**config.mk**
```make
export PLATFORM = sky130hd
export DESIGN_NAME = epc_top
export DESIGN_NICKNAME = d
export VERILOG_FILES = /design/src/pkg/epc_pkg.sv /design/src/verilog/epc_pend_bit.sv /design/src/verilog/epc_top.sv
export SDC_FILE = /design/constraint.sdc
export NUM_CORES = 1
export LEC_CHECK = 0
export ABC_AREA = 1
export BUFFER_PORTS_ARGS = -buffer_cell sky130_fd_sc_hd__buf_2
export CORE_MARGIN = 2
export CORE_UTILIZATION = 45
export DETAILED_ROUTE_END_ITERATION = 7
export PLACE_DENSITY_LB_ADDON = 0.08
export SETUP_SLACK_MARGIN = 0.2
export SLEW_MARGIN = 20
export SYNTH_ARGS = -nofsm -noshare
export SYNTH_HDL_FRONTEND = slang
export SYNTH_SLANG_ARGS = --single-unit
```
**constraint.sdc**
```tcl
create_clock -name pclk -period 1.85 [get_ports pclk]
set_input_delay 0.37 -clock pclk [delete_from_list [all_inputs] [get_ports pclk]]
set_output_delay 0.37 -clock pclk [all_outputs]
set_load 0.02 [all_outputs]
```
**src/pkg/epc_pkg.sv**
```systemverilog
// constants, field positions and state types of the exception pending
// control block; assumes a 32-bit apb slave port on the processor clock
//
// Behaviour
// deferred-service set bit reads its pending state
// write 1 sets deferred-service pending, 0 ignored
// only that write makes deferred-service pending
// write 1 to bit 27 clears deferred-service
// clear bits 27 and 25 are write-only
// bit 26 reads system-tick pending state
// write 1 sets system-tick pending, 0 ignored
// system-tick clear write clears the set bit
// write 1 to bit 25 clears system-tick
// writing 0 to clear bits changes nothing
// bit 23 shows halt release takes interrupt
// bit 23 reads 0 outside debug mode
// bit 22 reads 1 when any interrupt pends
// pending flag excludes nmi and faults
// reserved bits 24, 21:18 read zero
// software never sets and clears together
// set bits read the live pending state
package epc_pkg;

    // apb address width and data width
    localparam int ADDR_W = 12;
    localparam int DATA_W = 32;
    // number of external interrupt lines feeding the pending flag
    localparam int N_IRQ = 30;
    // number of sticky event bits
    localparam int EV_W = 4;

    // byte offsets of the registers
    localparam logic [11:0] OFF_CTRL = 12'hd04;
    localparam logic [11:0] OFF_EV_STATUS = 12'hd40;
    localparam logic [11:0] OFF_EV_MASK = 12'hd44;

    // field positions of exception_control_state
    localparam int BIT_DS_SET = 28;
    localparam int BIT_DS_CLR = 27;
    localparam int BIT_ST_SET = 26;
    localparam int BIT_ST_CLR = 25;
    localparam int BIT_RSV_HI = 24;
    localparam int BIT_DBG_REL = 23;
    localparam int BIT_ANY_PEND = 22;
    localparam int BIT_RSV_LO_MSB = 21;
    localparam int BIT_RSV_LO_LSB = 18;

    // event bit positions in the status and mask registers
    localparam int EV_DS_SET = 0;
    localparam int EV_ST_SET = 1;
    localparam int EV_DBG_REL = 2;
    localparam int EV_ANY_PEND = 3;

    // reset values
    localparam logic [31:0] RST_RDATA = 32'h0000_0000;
    localparam logic [3:0] RST_EV_STATUS = 4'h0;
    localparam logic [3:0] RST_EV_MASK = 4'h0;
    localparam logic RST_PENDING = 1'b0;

    // apb answer sequencer
    typedef enum logic {
        bus_idle,
        bus_ack
    } epc_bus_t;

    // state of the top module, apart from the pending bits held in epc_pend_bit
    typedef struct packed {
        epc_bus_t bus;
        logic pready;
        logic pslverr;
        logic [31:0] prdata;
        logic [3:0] ev_status;
        logic [3:0] ev_mask;
        logic irq;
        logic dbg_prev;
        logic any_prev;
    } epc_top_state_t;

    // whole state of one pending bit
    typedef struct packed {
        logic pending;
    } epc_pend_state_t;

    localparam epc_top_state_t TOP_RST = '{
        bus: bus_idle,
        pready: 1'b0,
        pslverr: 1'b0,
        prdata: RST_RDATA,
        ev_status: RST_EV_STATUS,
        ev_mask: RST_EV_MASK,
        irq: 1'b0,
        dbg_prev: 1'b0,
        any_prev: 1'b0
    };

endpackage

```
**src/verilog/epc_pend_bit.sv**
```systemverilog
// one exception pending state with software set and clear requests
// assumes requests are single-cycle pulses qualified by the caller
module epc_pend_bit (
    input wire logic pclk,
    input wire logic presetn,
    input wire logic ce,
    input wire logic set_req,
    input wire logic clr_req,
    input wire logic taken,
    output logic pending
);

    epc_pkg::epc_pend_state_t cur; // registered state
    epc_pkg::epc_pend_state_t next_cur; // next state

    // set wins over any clear so a new request is never lost
    always_comb
    begin
        next_cur = cur;
        if (set_req)
        begin
            next_cur.pending = 1'b1;
        end
        else if (clr_req || taken)
        begin
            next_cur.pending = 1'b0;
        end
    end

    // state register, frozen while the clock enable is low
    always_ff @(posedge pclk or negedge presetn)
    begin
        if (!presetn)
        begin
            cur.pending <= epc_pkg::RST_PENDING;
        end
        else if (ce)
        begin
            cur <= next_cur;
        end
    end

    assign pending = cur.pending;

    property p_set_pends;
        @(posedge pclk) disable iff (!presetn)
        (ce && set_req) |=> pending;
    endproperty
    a_set_pends: assert property (p_set_pends)
        else $error("set request did not make the exception pending");

    property p_clr_unpends;
        @(posedge pclk) disable iff (!presetn)
        (ce && clr_req && !set_req) |=> !pending;
    endproperty
    a_clr_unpends: assert property (p_clr_unpends)
        else $error("clear request left the exception pending");

    property p_only_set_path;
        @(posedge pclk) disable iff (!presetn)
        (!pending && !(ce && set_req)) |=> !pending;
    endproperty
    a_only_set_path: assert property (p_only_set_path)
        else $error("exception became pending without a set request");

    property p_hold_quiet;
        @(posedge pclk) disable iff (!presetn)
        (!(ce && (set_req || clr_req || taken))) |=> $stable(pending);
    endproperty
    a_hold_quiet: assert property (p_hold_quiet)
        else $error("pending state moved with no request");

endmodule

```
**src/verilog/epc_top.sv**
```systemverilog
// exception pending control register behind an apb slave port
// assumes apb signals synchronous to pclk and a single bus master
//
// Added by the designer: the placing of the registers and the APB slave port.
module epc_top (
    input wire logic pclk,
    input wire logic presetn,
    input wire logic ce,
    // apb slave port
    input wire logic psel,
    input wire logic penable,
    input wire logic pwrite,
    input wire logic [11:0] paddr,
    input wire logic [31:0] pwdata,
    output logic [31:0] prdata,
    output logic pready,
    output logic pslverr,
    // processor core status
    input wire logic dbg_halted,
    input wire logic dbg_release_irq,
    input wire logic [29:0] irq_lines,
    input wire logic ds_taken,
    input wire logic st_taken,
    // exception requests toward the core
    output logic deferred_service_pending,
    output logic system_tick_pending,
    // summary interrupt of the sticky event bits
    output logic irq
);

    epc_pkg::epc_top_state_t cur; // registered state
    epc_pkg::epc_top_state_t next_cur; // next state

    logic hit_ctrl; // address selects the control register
    logic hit_status; // address selects the event status register
    logic hit_mask; // address selects the event mask register
    logic mapped; // address selects any register
    logic access_done; // transfer completes at this edge
    logic wr_ctrl; // completing write to the control register
    logic ds_set; // deferred-service set request
    logic ds_clr; // deferred-service clear request
    logic st_set; // system-tick set request
    logic st_clr; // system-tick clear request
    logic ds_pend; // live deferred-service pending state
    logic st_pend; // live system-tick pending state
    logic dbg_rel; // debug release indication, gated by debug mode
    logic any_pend; // any interrupt pending
    logic [31:0] ctrl_rd; // read image of the control register
    logic [31:0] rd_mux; // read data selected by address
    logic [3:0] ev; // event pulses of this cycle
    logic ev_clr; // completing read of the event status register
    logic [3:0] ev_keep; // status bits the completing read did not report

    // address decode
    always_comb
    begin
        hit_ctrl = (paddr == epc_pkg::OFF_CTRL);
        hit_status = (paddr == epc_pkg::OFF_EV_STATUS);
        hit_mask = (paddr == epc_pkg::OFF_EV_MASK);
        mapped = hit_ctrl || hit_status || hit_mask;
    end

    // a transfer completes on the edge where the master sees pready
    assign access_done = psel && penable && cur.pready;
    assign wr_ctrl = access_done && pwrite && hit_ctrl;

    // software requests decoded from a completing control write
    always_comb
    begin
        ds_set = wr_ctrl && pwdata[epc_pkg::BIT_DS_SET];
        ds_clr = wr_ctrl && pwdata[epc_pkg::BIT_DS_CLR];
        st_set = wr_ctrl && pwdata[epc_pkg::BIT_ST_SET];
        st_clr = wr_ctrl && pwdata[epc_pkg::BIT_ST_CLR];
    end

    // deferred-service pending state
    epc_pend_bit u_ds_pend (
        .pclk(pclk),
        .presetn(presetn),
        .ce(ce),
        .set_req(ds_set),
        .clr_req(ds_clr),
        .taken(ds_taken),
        .pending(ds_pend)
    );

    // system-tick pending state
    epc_pend_bit u_st_pend (
        .pclk(pclk),
        .presetn(presetn),
        .ce(ce),
        .set_req(st_set),
        .clr_req(st_clr),
        .taken(st_taken),
        .pending(st_pend)
    );

    // core status: debug release only visible while halted
    always_comb
    begin
        dbg_rel = dbg_halted && dbg_release_irq;
        // nmi and faults are not routed here at all
        any_pend = (|irq_lines) || ds_pend || st_pend;
    end

    // read image of the control register
    always_comb
    begin
        ctrl_rd = 32'h0000_0000;
        ctrl_rd[epc_pkg::BIT_DS_SET] = ds_pend;
        ctrl_rd[epc_pkg::BIT_ST_SET] = st_pend;
        // write-only clear bits read as zero
        ctrl_rd[epc_pkg::BIT_DS_CLR] = 1'b0;
        ctrl_rd[epc_pkg::BIT_ST_CLR] = 1'b0;
        ctrl_rd[epc_pkg::BIT_RSV_HI] = 1'b0;
        ctrl_rd[epc_pkg::BIT_DBG_REL] = dbg_rel;
        ctrl_rd[epc_pkg::BIT_ANY_PEND] = any_pend;
        ctrl_rd[epc_pkg::BIT_RSV_LO_MSB:epc_pkg::BIT_RSV_LO_LSB] =
            4'h0;
    end

    // read data multiplexer
    always_comb
    begin
        rd_mux = 32'h0000_0000;
        if (hit_ctrl)
        begin
            rd_mux = ctrl_rd;
        end
        else if (hit_status)
        begin
            rd_mux[3:0] = cur.ev_status;
        end
        else if (hit_mask)
        begin
            rd_mux[3:0] = cur.ev_mask;
        end
    end

    // event pulses: software sets and rising core indications
    always_comb
    begin
        ev = 4'h0;
        ev[epc_pkg::EV_DS_SET] = ds_set;
        ev[epc_pkg::EV_ST_SET] = st_set;
        ev[epc_pkg::EV_DBG_REL] = dbg_rel && !cur.dbg_prev;
        ev[epc_pkg::EV_ANY_PEND] = any_pend && !cur.any_prev;
        ev_clr = access_done && !pwrite && hit_status;
        ev_keep = cur.ev_status & ~cur.prdata[3:0]; // not yet seen
    end

    // next state: bus answer, sticky events, mask and interrupt
    always_comb
    begin
        next_cur = cur;
        case (cur.bus)
            epc_pkg::bus_idle:
            begin
                // first access cycle: capture the answer
                if (psel && penable)
                begin
                    next_cur.bus = epc_pkg::bus_ack;
                    next_cur.pready = 1'b1;
                    next_cur.pslverr = !mapped;
                    next_cur.prdata = pwrite ? 32'h0000_0000 : rd_mux;
                end
            end
            epc_pkg::bus_ack:
            begin
                // transfer completes at this edge
                next_cur.bus = epc_pkg::bus_idle;
                next_cur.pready = 1'b0;
                next_cur.pslverr = 1'b0;
            end
            default:
            begin
                next_cur.bus = epc_pkg::bus_idle;
                next_cur.pready = 1'b0;
                next_cur.pslverr = 1'b0;
            end
        endcase
        // mask written by software
        if (access_done && pwrite && hit_mask)
        begin
            next_cur.ev_mask = pwdata[3:0];
        end
        // a read clears only the bits it reported: an event that lands
        // between capture and completion survives, as does one this cycle
        next_cur.ev_status = (ev_clr ? ev_keep : cur.ev_status) | ev;
        next_cur.irq = |(next_cur.ev_status & next_cur.ev_mask);
        next_cur.dbg_prev = dbg_rel;
        next_cur.any_prev = any_pend;
    end

    // state register, frozen while the clock enable is low
    always_ff @(posedge pclk or negedge presetn)
    begin
        if (!presetn)
        begin
            cur <= epc_pkg::TOP_RST;
        end
        else if (ce)
        begin
            cur <= next_cur;
        end
    end

    // outputs straight from flip-flops
    assign prdata = cur.prdata;
    assign pready = cur.pready;
    assign pslverr = cur.pslverr;
    assign irq = cur.irq;
    assign deferred_service_pending = ds_pend;
    assign system_tick_pending = st_pend;

    // helper: completing read of the control register
    logic rd_ctrl_done;
    assign rd_ctrl_done = access_done && !pwrite && hit_ctrl;

    property p_ds_readback;
        @(posedge pclk) disable iff (!presetn)
        (rd_ctrl_done && $past(ce))
            |-> prdata[epc_pkg::BIT_DS_SET] == $past(ds_pend);
    endproperty
    a_ds_readback: assert property (p_ds_readback)
        else $error("deferred-service bit read back wrong state");

    property p_st_readback;
        @(posedge pclk) disable iff (!presetn)
        (rd_ctrl_done && $past(ce))
            |-> prdata[epc_pkg::BIT_ST_SET] == $past(st_pend);
    endproperty
    a_st_readback: assert property (p_st_readback)
        else $error("system-tick bit read back wrong state");

    property p_reserved_zero;
        @(posedge pclk) disable iff (!presetn)
        rd_ctrl_done |-> (prdata[epc_pkg::BIT_RSV_HI] == 1'b0)
            && (prdata[21:18] == 4'h0);
    endproperty
    a_reserved_zero: assert property (p_reserved_zero)
        else $error("reserved bit read as nonzero");

    property p_dbg_gated;
        @(posedge pclk) disable iff (!presetn)
        (rd_ctrl_done && $past(ce) && !$past(dbg_halted))
            |-> !prdata[epc_pkg::BIT_DBG_REL];
    endproperty
    a_dbg_gated: assert property (p_dbg_gated)
        else $error("debug release bit set outside debug mode");

    property p_any_pend;
        @(posedge pclk) disable iff (!presetn)
        (rd_ctrl_done && $past(ce))
            |-> prdata[epc_pkg::BIT_ANY_PEND] ==
                ($past(|irq_lines) || $past(ds_pend) || $past(st_pend));
    endproperty
    a_any_pend: assert property (p_any_pend)
        else $error("interrupt pending flag disagrees with sources");

    property p_wr_sets_ds;
        @(posedge pclk) disable iff (!presetn)
        (ce && wr_ctrl && pwdata[epc_pkg::BIT_DS_SET])
            |=> deferred_service_pending ##1 1'b1;
    endproperty
    a_wr_sets_ds: assert property (p_wr_sets_ds)
        else $error("deferred-service write did not pend");

    property p_wr_clr_st;
        @(posedge pclk) disable iff (!presetn)
        (ce && wr_ctrl && pwdata[epc_pkg::BIT_ST_CLR]
            && !pwdata[epc_pkg::BIT_ST_SET]) |=> !system_tick_pending;
    endproperty
    a_wr_clr_st: assert property (p_wr_clr_st)
        else $error("system-tick clear write left it pending");

    property p_ready_pulse;
        @(posedge pclk) disable iff (!presetn)
        (pready && ce) |=> !pready;
    endproperty
    a_ready_pulse: assert property (p_ready_pulse)
        else $error("pready stayed high after a completed transfer");

    property p_status_rdclr;
        @(posedge pclk) disable iff (!presetn)
        (ce && ev_clr && ev == 4'h0)
            |=> (cur.ev_status & $past(cur.prdata[3:0])) == 4'h0;
    endproperty
    a_status_rdclr: assert property (p_status_rdclr)
        else $error("event status not cleared by its read");

    property p_irq_level;
        @(posedge pclk) disable iff (!presetn)
        (|(cur.ev_status & cur.ev_mask)) |-> irq;
    endproperty
    a_irq_level: assert property (p_irq_level)
        else $error("unmasked event without interrupt output");

    property p_wr_sets_st;
        @(posedge pclk) disable iff (!presetn)
        (ce && wr_ctrl && pwdata[epc_pkg::BIT_ST_SET])
            |=> system_tick_pending;
    endproperty
    a_wr_sets_st: assert property (p_wr_sets_st)
        else $error("system-tick write did not pend");

    property p_wr_clr_ds;
        @(posedge pclk) disable iff (!presetn)
        (ce && wr_ctrl && pwdata[epc_pkg::BIT_DS_CLR]
            && !pwdata[epc_pkg::BIT_DS_SET]) |=> !deferred_service_pending;
    endproperty
    a_wr_clr_ds: assert property (p_wr_clr_ds)
        else $error("deferred-service clear write left it pending");

    property p_zero_keeps_ds;
        @(posedge pclk) disable iff (!presetn)
        (ce && wr_ctrl && !pwdata[epc_pkg::BIT_DS_SET]
            && !pwdata[epc_pkg::BIT_DS_CLR] && !ds_taken)
            |=> $stable(deferred_service_pending);
    endproperty
    a_zero_keeps_ds: assert property (p_zero_keeps_ds)
        else $error("zero write moved the deferred-service state");

    property p_zero_keeps_st;
        @(posedge pclk) disable iff (!presetn)
        (ce && wr_ctrl && !pwdata[epc_pkg::BIT_ST_SET]
            && !pwdata[epc_pkg::BIT_ST_CLR] && !st_taken)
            |=> $stable(system_tick_pending);
    endproperty
    a_zero_keeps_st: assert property (p_zero_keeps_st)
        else $error("zero write moved the system-tick state");

    property p_dbg_readback;
        @(posedge pclk) disable iff (!presetn)
        (rd_ctrl_done && $past(ce))
            |-> prdata[epc_pkg::BIT_DBG_REL] ==
                ($past(dbg_halted) && $past(dbg_release_irq));
    endproperty
    a_dbg_readback: assert property (p_dbg_readback)
        else $error("debug release bit read back wrong state");

    property p_rdclr_keeps_new;
        @(posedge pclk) disable iff (!presetn)
        (ce && ev_clr) |=> ((cur.ev_status & $past(ev)) == $past(ev));
    endproperty
    a_rdclr_keeps_new: assert property (p_rdclr_keeps_new)
        else $error("event lost in the cycle of a status read");

    property p_rdclr_keeps_unread;
        @(posedge pclk) disable iff (!presetn)
        (ce && ev_clr)
            |=> ((cur.ev_status & $past(ev_keep)) == $past(ev_keep));
    endproperty
    a_rdclr_keeps_unread: assert property (p_rdclr_keeps_unread)
        else $error("status read cleared an event it did not report");

endmodule

```
### Yosys cells after proc, flatten, opt, wreduce, memory -nomap -nowiden

Cells that the tools add are included.

| word-level totals | value |
|---|---|
| bits in registers | 48 |
| logic and storage cells | 65 |
| input bits | 84 |
| output and inout bits | 37 |

| operators by class | value |
|---|---|
| eq/ne operators | 4 |
| bitwise logic cells | 5 |
| muxes and demuxes | 13 |
| reduce and logical (&&, ||, !) cells | 32 |

Operators by type and width:

| cell | count |
|---|---|
| 12-bit == test, second input constant | 3 |
| 35-bit 2-to-1 mux | 1 |
| 32-bit 2-to-1 mux | 1 |
| 30-bit OR reduction | 1 |
| 25-bit 2-to-1 mux | 1 |
| 4-bit 2-to-1 mux | 5 |
| 1-bit logical AND | 14 |
| 4-bit AND | 2 |
| 1-bit logical OR | 6 |
| 3-bit case mux with 2 select lines | 1 |
| 2-bit AND reduction | 3 |
| 1-bit logical NOT | 4 |
| 1-bit 2-to-1 mux | 4 |
| 4-bit inverter | 1 |
| 4-bit OR | 1 |
| 2-bit nonzero test | 2 |
| 4-bit OR reduction | 1 |
| 3-bit AND reduction | 1 |
| 2-bit != test, second input constant | 1 |
| 1-bit inverter | 1 |

### Logic depth before layout (Yosys ltp)

Gate-level depths: netlist of run 1.

| logic depth | value |
|---|---|
| depth after elaboration | 8 |
| mapped depth | 11 |
| depth with buffers taken out | 11 |

### Hierarchy

Synthesis of run 1 repeated with hierarchy kept, for this count alone.

| second synthesis, totals | value |
|---|---|
| cells, all modules | 237 |
| area total of the unflattened synthesis | 1715.4 um2 |

By module, submodules not included:

| module | times used | sequential area each (um2) | cells an instance | area each (um2) |
|---|---|---|---|---|
| epc_top | 1 | 550.5 | 227 | 1632.8 |
| epc_pend_bit | 2 | 25.0 | 5 | 41.3 |

### Least setup slack after synthesis of run 1

Ideal clock, no wire load.

| timing path | value |
|---|---|
| path type | reg2reg |
| from | reg cur, in the netlist pready |
| to | reg cur, in the netlist irq |
| required time | 1733 ps |
| arrival | 1279 ps |
| buffers on the path | 0 |
| setup time | 117 ps |
| setup slack | 453 ps |
| stages on the path, launching flop included | 10 |
| period minus slack after synthesis | 1397 ps |
| cell sequence | dfrtp_1 nand3_1 nor2_2 nand3_2 nand2_1 nand3_2 nand2_1 nand2_1 nor2_1 nor2_1 |

| between the ends | value |
|---|---|
| longest elaborated chain between the ends | 7 |
| elaborated cells between the ends (all ways) | 13 |
| those cells by class | mux (2); bitwise (2); reduce/logical (9) |

Ends and longest elaborated chain:

| item | RTL line | RTL |
|---|---|---|
| start, declared | epc_top.sv:31 | `epc_pkg::epc_top_state_t cur;` |
| start signal, assigned | epc_top.sv:200 | `cur <= epc_pkg::TOP_RST;` |
| start signal, assigned | epc_top.sv:204 | `cur <= next_cur;` |
| 1-bit logical AND (*) | epc_top.sv:64 | `assign access_done = psel && penable && cur.pready;` |
| 1-bit logical AND (on tied branches) | - |  |
| 1-bit logical AND (on tied branches) | epc_top.sv:148, epc_top.sv:65 |  |
| 4-bit 2-to-1 mux, or another cell as far along | epc_top.sv:189 | `next_cur.ev_status = (ev_clr ? ev_keep : cur.ev_status) \| ev;` |
| 4-bit OR | epc_top.sv:189 |  |
| 4-bit AND (*) | epc_top.sv:190 | `next_cur.irq = \|(next_cur.ev_status & next_cur.ev_mask);` |
| 4-bit OR reduction (*) | epc_top.sv:190 |  |

Every way passes the cells marked *; elsewhere a longest branch is shown, timed or not.
A chain may end at the register's enable or synchronous reset.

### Worst setup path after layout of run 1

Ends and elaborated chain as after synthesis.

==> metrics.txt, run 1 <==
status=completed; post-synthesis compound-gate area fraction=10.5%; post-synthesis sequential area ratio=about 34%; Synth Register Bits=24; Critical R2R Capture=irq$_DFFE_PN0P_; Seq pwr share=around 47%; simple-gate portion of the synthesized area=~36%; WS Path Type=reg2reg; Adder-Cell Fraction of Synth Area=0%; Logic pwr share=24.8%; Port Buffers=72; final clock skew=~0.0017 ns; Unique masters post-synth=29; RSZ-0062 raised after global routing=no; pin count of the biggest net entering global routing=25; Worst Reg-to-Reg Cells=9; total grt overflow=0; Pwr Density=595 nW/µm²; most frequent cells in the layout=buf_2 (72), nand2_1 (54), nor2_1 (33), conb_1 (24), dfrtp_1 (24); CP Capture Type=flop; yosys warns=0; fillers=391; commonest non-fill, non-tap cell in the layout=buf_2; clk_lat worst skew=0.27 ns; initial antenna violation count=0; die height=between 60 and 70 µm; row count=22; r2r startpoint=pready$_DFFE_PN0P_; Final ANT Viol Nets=0; Num Clock Sinks=24; Synth Flop Type=dfrtp_1; die area=between 4000 and 5000 µm²; layout cells sized above 1=34.4%; Sw Share=31.0%; Critical Path RT=approximately 2.0 ns; Final Wtd Congestion=about 0.8; P_int=0.868 mW; total wire length=~3700 µm; Slew HR=between 60 and 70%; post-synthesis cell count=roughly 240; Total GRT Usage=roughly 18%; Ant. Diodes=0; CTS tree=done; Max Cap Viol=0; minimum clock period=1.45 ns; R2R Setup Slk=a little under 0.4 ns; placeable core region=~3700 µm²; Placed Cells=about 350; synthesized area per cell=7.43 µm²; Pre-Repair DR Iteration Count=4; vias per cell=between 4 and 5; initial core utilization=47.6%; Tcrit/Tclk final=between 70 and 80%; Final #Nets=slightly below 400; xor and xnor area share after synthesis=0%; CTS Buf Count=3; asr flop ratio synth=100%; wire per inst=10.4 µm; vias in the first global route=about 1.4k; arrival time at the worst endpoint=between 1.5 and 2 ns; Die W=~67 µm; VDD IR max=roughly 0.54 mV; Post-synth EDFFs=0; CTS Root Cell=clkbuf_8; DRC=0; largest fanout on the critical path=6; fmax=687 MHz; first-pass GRT wire length=roughly 6000 µm; Sw Pwr=0.389 mW; num ports=roughly 120; Area Overhead vs Synth=19.4%; Detailed Route Iter0 Violations=48; P_leak=1.17 nW; final number of setup-violating endpoints=0; Final Hold Fails=0; Vias=between 1.5k and 2k; Max Transition Viols Final=0; Post-Layout Cell Count=roughly 350; mux contribution to synthesized area=0%; worst min path class=in2async; Clk pin slew, worst setup/hold paths=0.08 ns; CTS H-tree lvls=1; dpl hpwl=2970 µm; Mapped Area=about 1800 µm²; setup TNS=0 ns; clock share of power=between 20% and 30%; deepest clock path buffer count=2; largest family of logic cells by synthesized area=simple AND/OR/NAND/NOR gates; Tightest Pin Transition=0.546 ns; Startpoint Class=flop
state kept, by name, summed over array words and instances (netlist names):
name	cells
cur	11
irq	1
prdata	8
pready	1
pslverr	1
u_ds_pend.pending	1
u_st_pend.pending	1
synthesized netlist by cell type (3+ instances only):
| cell type | n | share of area (%) |
|---|---|---|
| o21ai_1 | 4 | 1.1 |
| buf_4 | 32 | 14 |
| nand2_1 | 54 | 11 |
| nand3_2 | 3 | 1.7 |
| dfrtp_1 | 24 | 34 |
| nand3_1 | 8 | 2.3 |
| a22o_1 | 3 | 1.5 |
| nand4_1 | 9 | 3.2 |
| inv_1 | 21 | 4.5 |
| nor2_2 | 4 | 1.4 |
| inv_2 | 3 | 0.64 |
| o21ai_0 | 12 | 3.4 |
| nor2_1 | 33 | 7.0 |
| o22ai_1 | 3 | 1.1 |
| nor2_4 | 5 | 3.2 |
worst max-delay path by stage:
| stage | slack [ns] | depth (start not counted) | startpoint | endpoint |
|---|---|---|---|---|
| finish | 0.40 | 9 | pready$_DFFE_PN0P_ | irq$_DFFE_PN0P_ |
| global route | 0.21 | 9 | pready$_DFFE_PN0P_ | irq$_DFFE_PN0P_ |
| CTS | 0.35 | 9 | pready$_DFFE_PN0P_ | irq$_DFFE_PN0P_ |
| detailed placement | 0.26 | 10 | psel | irq$_DFFE_PN0P_ |
| global placement | 0.27 | 10 | psel | irq$_DFFE_PN0P_ |
| floorplan | 0.45 | 9 | pready$_DFFE_PN0P_ | irq$_DFFE_PN0P_ |
timing repair:
action	in CTS	in global routing
buffers inserted	0	1
hold buffers	0	0
resized for setup	0	2
endpoints found under the setup margin	0	1
power by group through the flow:
stage,Clock (mW),Combinational [mW],Sequential (mW)
finish,0.356,0.312,0.589
global route,0.389,0.358,0.595
CTS,0.365,0.311,0.589
detailed placement,0,0.310,0.599
global placement,0,0.306,0.597
floorplan,0,0.213,0.612
final cells by class:
cell class,count,area [µm²],share of cell area (%)
Timing Repair Buffer,75,383,18.1
Clock buffer,4,55.1,2.61
Multi-Input combinational cell,177,918,43.5
Sequential cell,24,601,28.4
Inverter,25,95.1,4.50
Tap cell,48,60.1,2.84
cell families after synthesis:
logic type | count (synthesis)
compound gates | 30
other cells | 1
flops | 24
buf+inv | 60
simple gates | 123
critical path, cell delays in order, from the launching register on:
cell,delay (ns)
dfrtp_1,0.39
nand3_2,0.14
nor2_4,0.24
nand3_4,0.14
nand2_1,0.08
nand2_1,0.06
nand2_1,0.08
nand2_1,0.06
nor2_1,0.11
nor2_1,0.05
per-stage QoR:
step	instance area, µm²	util, %	worst slack, ns	hold WS, ns	total power [mW]
finish	2110	56.8	0.395	0.0778	1.26
global route	2110	56.8	0.214	0.123	1.34
CTS	2090	56.4	0.349	0.0938	1.27
detailed placement	2040	54.9	0.260	0.390	0.909
global placement	2040	54.9	0.274	0.384	0.903
floorplan	1860	-	0.453	0.0744	0.825
metal layers:
metal  share of wire [%]  vias to the layer above  GRT usage (%)
li1                    -                      837              -
met1                  44                      690           21.7
met2                  48                       54           31.9
met3                 6.9                        4           3.21
met4                 1.0                        0           4.59
met5                   0                        -              0
(Power assumes the default switching activity.)
==> run 2: changes to the inputs <==
--- a/config.mk
+++ b/config.mk
@@ -8,7 +8,7 @@
 export ABC_AREA = 1
 export BUFFER_PORTS_ARGS = -buffer_cell sky130_fd_sc_hd__buf_2
 export CORE_MARGIN = 2
-export CORE_UTILIZATION = 45
+export CORE_UTILIZATION = 42
 export DETAILED_ROUTE_END_ITERATION = 7
 export PLACE_DENSITY_LB_ADDON = 0.08
 export SETUP_SLACK_MARGIN = 0.2
==> constraint.sdc (replaced) <==
create_clock -name pclk -period 1.43 [get_ports pclk]
set_input_delay 0.286 -clock pclk [delete_from_list [all_inputs] [get_ports pclk]]
set_output_delay 0.286 -clock pclk [all_outputs]
set_load 0.02 [all_outputs]
==> metrics.txt, run 2 (same netlist as run 1, synthesis figures left out) <==
Detailed Route Iter0 Violations=58 (+21%); met2 GRT Util=29.7% (-2.2 points); Area Overhead vs Synth=31.0%; pre-CTS WS=-0.0167 ns (-0.276 ns); num ports=121 (unchanged); layout cells sized above 1=41.7% (+7.3 points); Total Power=1.70 mW (+36%); Final ANT Viol Nets=0 (unchanged); DRC=0 (unchanged); CP Capture Type=flop; Total GRT Usage=17.2% (-0.60 points); max FFs per register=11 (unchanged); status=finished with violations; Critical Path RT=1.60 ns (-0.41 ns); RSZ-0062 raised after global routing=yes; Ant. Diodes=0 (unchanged); hold slack=-0.00315 ns (-0.0810 ns); die height=68.9 µm (+3.3%); Pre-Repair DR Iteration Count=4 (unchanged); Port Buffers=72 (unchanged); met1 Use GR=21.5% (-0.22 points); row count=23 (+4.5%); initial core utilization=43.9% (-3.7 points); met3 usage=3.41% (+0.20 points); wire per inst=10.6 µm (+2.4%); total grt overflow=0 (unchanged); most flop-heavy register=cur; Final Wtd Congestion=0.772 (-4.6%); vias in the first global route=1394 (-1.2%); arrival time at the worst endpoint=1.55 ns (-0.07 ns); Startpoint Class=flop; largest fanout on the critical path=6 (unchanged); Tcrit/Tclk final=96.6% (+18 points); worst min path class=in2async; minimum clock period=1.38 ns (-0.0738 ns); CTS Buf Count=3 (unchanged); vias per cell=4.45 (-0.83%); placeable core region=4030 µm² (+8.4%); VDD IR max=0.547 mV (+1.4%); Vias=1652 (+4.2%); final clock skew=0.00445 ns (+0.00279 ns); Max Transition Viols Final=0 (unchanged); total wire length=3950 µm (+7.7%); design area=2320 µm² (+9.8%); Pwr Density=735 nW/µm² (+23%); CTS Root Cell=clkbuf_8; Final Hold Fails=5 (+5); P_leak=1.28 nW (+9.1%); Clk pin slew, worst setup/hold paths=0.09 ns (about the same); fin worst setup slack=0.0490 ns (-0.346 ns); Final #Nets=406 (+4.1%); commonest non-fill, non-tap cell in the layout=buf_2; hold_buf cts=0 (unchanged); Max Cap Viol=0 (unchanged); Tightest Pin Transition=0.574 ns (+0.0280 ns); die area=4750 µm² (+6.7%); pin count of the biggest net entering global routing=25 (unchanged); first-pass GRT wire length=6000 µm (-0.33%); clk_lat worst skew=0.27 ns (about the same); deepest clock path buffer count=2 (unchanged); dpl hpwl=3150 µm (+6.4%); Die W=68.9 µm (+3.3%); Worst Reg-to-Reg Cells=9 (unchanged); fmax=724 MHz (+5.3%); CTS tree=done; initial antenna violation count=0 (unchanged); final number of setup-violating endpoints=0 (unchanged); failing checks=negative hold slack; Slew HR=61.8% (-1.9 points); CTS H-tree lvls=1 (unchanged); most used routing layer=met2; WS Path Type=reg2reg; area of placed instances=2160 µm² (+5.8%); Num Clock Sinks=24 (unchanged); most frequent cells in the layout=buf_2 (69), nand2_1 (48), nor2_1 (32), conb_1 (24), dfrtp_1 (23)
-- run 2: path summary, 6_finish.rpt --
check	startpoint	endpoint	slack (ns)
hold / removal	presetn	prdata[26]$_DFFE_PN0P_	-0.003
min in group pclk	pwdata[28]	u_ds_pend.pending$_DFFE_PN0P_	0.27
setup / recovery	pready$_DFFE_PN0P_	irq$_DFFE_PN0P_	0.05
max in group asynchronous	presetn	pready$_DFFE_PN0P_	1.03
setup reg to reg	pready$_DFFE_PN0P_	irq$_DFFE_PN0P_	0.05
hold reg to reg	cur[0]$_DFFE_PN0P_	cur[0]$_DFFE_PN0P_	0.49
-- run 2: routing by layer --
| layer | routed length (µm) | vias up |
|---|---|---|
| met5 | 0 | - |
| met4 | 46 | 0 |
| met3 | 243 | 4 |
| met2 | 1880 | 46 |
| met1 | 1780 | 731 |
| li1 | - | 871 |
-- run 2: area by class of cell --
class                      count  area (µm²)
timing repair buffer          91         546
clock buffer                   4        55.1
inverter                      25        95.1
tap                           50        62.6
fill                         404        1710
sequential                    24         602
multi-input combinational    177         958
-- run 2: per-stage QoR --
| step | std cells | util, % | TNS (ns) |
|---|---|---|---|
| 6_report | 371 | 57.5 | 0 |
| 5_1_grt | 371 | 57.5 | -0.0891 |
| 4_1_cts | 367 | 55.7 | 0 |
| 3_5_place_dp | 361 | 53.6 | -0.0167 |
| 3_3_place_gp | 361 | 53.6 | -0.0190 |
| 2_1_floorplan | 261 | - | 0 |
-- run 2: what timing repair did --
action                                  in CTS  in global routing
resized for setup                            6                 19
buffers inserted                             2                  4
endpoints found under the setup margin       9                 13
pin swaps                                    2                  8
hold endpoints to repair                     0                  0
-- run 2: critical path: stages, from the launching register on --
cell	delay (ns)
dfrtp_2	0.39
nand3_4	0.09
nor2_4	0.22
nand3_4	0.16
nand2_2	0.09
nand3_2	0.07
nand2_1	0.07
nand2_1	0.05
nor2_1	0.10
nor2_1	0.04
-- run 2: where the power goes --
| part | internal (mW) | switching, mW |
|---|---|---|
| Combinational | 0.189 | 0.277 |
| Sequential | 0.734 | 0.0323 |
| Clock | 0.246 | 0.227 |
| Total | 1.17 | 0.535 |
==> run 3: changes to the inputs <==
--- a/config.mk
+++ b/config.mk
@@ -7,7 +7,7 @@
 export LEC_CHECK = 0
 export ABC_AREA = 1
 export BUFFER_PORTS_ARGS = -buffer_cell sky130_fd_sc_hd__buf_2
-export CORE_MARGIN = 2
+export CORE_MARGIN = 4
 export CORE_UTILIZATION = 42
 export DETAILED_ROUTE_END_ITERATION = 7
 export PLACE_DENSITY_LB_ADDON = 0.08
==> metrics.txt, run 3 (same netlist as run 1, synthesis figures left out) <==
design area=2280 µm² (-1.7%); Pre-Repair DR Iteration Count=4 (unchanged); Max Cap Viol=0 (unchanged); placeable core region=4030 µm² (unchanged); Crit path largest cell delay=0.43 ns (+0.04 ns); wire per inst=11.1 µm (+4.1%); num ports=121 (unchanged); Total GRT Usage=15.0% (-2.1 points); Total Power=1.68 mW (-1.6%); Area Overhead vs Synth=28.9%; WS Path Type=reg2out; final number of setup-violating endpoints=0 (unchanged); area of placed instances=2120 µm² (-2.0%); CTS Buf Count=3 (unchanged); Final Hold Fails=0 (-5); Die W=72.9 µm (+5.8%); dpl hpwl=3300 µm (+4.6%); CP Capture Type=output pin; layout cells sized above 1=40.6% (-1.2 points); worst min path class=in2async; Num Clock Sinks=24 (unchanged); Vias=1634 (-1.1%); Ant. Diodes=0 (unchanged); commonest non-fill, non-tap cell in the layout=buf_2; Tightest Pin Transition=0.551 ns (-0.0222 ns); total grt overflow=0 (unchanged); total wire length=4080 µm (+3.3%); initial core utilization=43.9% (unchanged); minimum clock period=1.34 ns (-0.0412 ns); row count=23 (unchanged); Final ANT Viol Nets=0 (unchanged); Pwr Density=735 nW/µm² (about the same); CP dominant cell by count=buf_6; P_leak=1.26 nW (-1.4%); CP Cell Sequence=buf_4 > buf_6 > buf_6; Detailed Route Iter0 Violations=66 (+14%); first-pass GRT wire length=6360 µm (+6.1%); initial antenna violation count=0 (unchanged); RSZ-0062 raised after global routing=yes; DRC=0 (unchanged); vias per cell=4.44 (-0.28%); pin count of the biggest net entering global routing=25 (unchanged); pre-CTS WS=-0.0479 ns (-0.0311 ns); max FFs per register=11 (unchanged); Slew HR=63.2% (+1.5 points); Startpoint Class=flop; die height=72.9 µm (+5.8%); arrival time at the worst endpoint=1.05 ns (-0.50 ns); hold_buf cts=0 (unchanged); die area=5310 µm² (+12%); clk_lat worst skew=0.26 ns (about the same); most flop-heavy register=cur; CTS Root Cell=clkbuf_8; most frequent cells in the layout=buf_2 (69), nand2_1 (52), nor2_1 (31), conb_1 (24), dfrtp_1 (23); Final Wtd Congestion=0.752 (-2.6%); fin worst setup slack=0.0902 ns (+0.0412 ns); Worst Reg-to-Reg Cells=9 (unchanged); fmax=746 MHz (+3.1%); Final #Nets=403 (-0.74%); status=completed; vias in the first global route=1457 (+4.5%); Critical Path RT=1.14 ns (-0.46 ns); Max Transition Viols Final=0 (unchanged); Port Buffers=72 (unchanged); Tcrit/Tclk final=93.7% (-2.9 points); final clock skew=0.00164 ns (-0.00281 ns); VDD IR max=0.593 mV (+8.3%); CTS H-tree lvls=1 (unchanged); CTS tree=done; slowest CP cell=dfrtp_2; R2R Setup Slk=0.11 ns (+0.06 ns); Post-Layout Cell Count=368 (-0.81%); Clk pin slew, worst setup/hold paths=0.08 ns (about the same); largest fanout on the critical path=2 (-4); Placed Cells=357 (-1.1%); deepest clock path buffer count=2 (unchanged)
run 3: layout make-up:
type | count | area [µm²]
clock buffers | 4 | 55.1
multi-input cells | 177 | 951
repair buffers | 88 | 514
flip-flops and latches | 24 | 602
inverters | 25 | 95.1
fillers | 398 | 1750
well taps | 50 | 62.6
run 3: worst max-delay path: cells and delay by family, from the launching register on:
kind,cells,cell delay (ns)
DFF,1,0.43
buffers and inverters,3,0.37
run 3: worst paths after layout:
| check | start | end |
|---|---|---|
| worst max register to register | pready$_DFFE_PN0P_ | irq$_DFFE_PN0P_ |
| max in group asynchronous | presetn | pready$_DFFE_PN0P_ |
| worst min-delay path | presetn | prdata[26]$_DFFE_PN0P_ |
| worst min register to register | prdata[22]$_DFFE_PN0P_ | prdata[22]$_DFFE_PN0P_ |
| min in group pclk | pwdata[28] | u_ds_pend.pending$_DFFE_PN0P_ |
| worst max-delay path | pready$_DFFE_PN0P_ | pready |
run 3: what timing repair did:
| action | CTS | global route |
|---|---|---|
| pin swaps | 4 | 5 |
| resized for setup | 2 | 19 |
| endpoints found under the setup margin | 8 | 14 |
| setup buffers | 2 | 5 |
run 3: report_power, final:
| part | internal [mW] | switching [mW] |
|---|---|---|
| Clock | 0.246 | 0.207 |
| Combinational | 0.182 | 0.275 |
| Sequential | 0.734 | 0.0330 |
run 3: layer usage:
metal	share of wire [%]	GRT usage [%]	routed length, µm	up-vias
li1	-	-	-	863
met1	43	19.8	1740	713
met2	48	25.3	1940	54
met3	8.9	3.44	364	4
met4	0.71	3.07	29	0
met5	0	0	0	-
run 3: per-stage QoR:
step / hold slack, ns / setup TNS [ns] / util, %
after floorplan: -0.00959 / 0 / -
after global placement: 0.310 / -0.0375 / 52.5
after detailed placement: 0.307 / -0.0479 / 52.5
after CTS: 0.0153 / 0 / 54.3
after global routing: 0.0297 / -0.0614 / 56.6
final: 0.000904 / 0 / 56.6
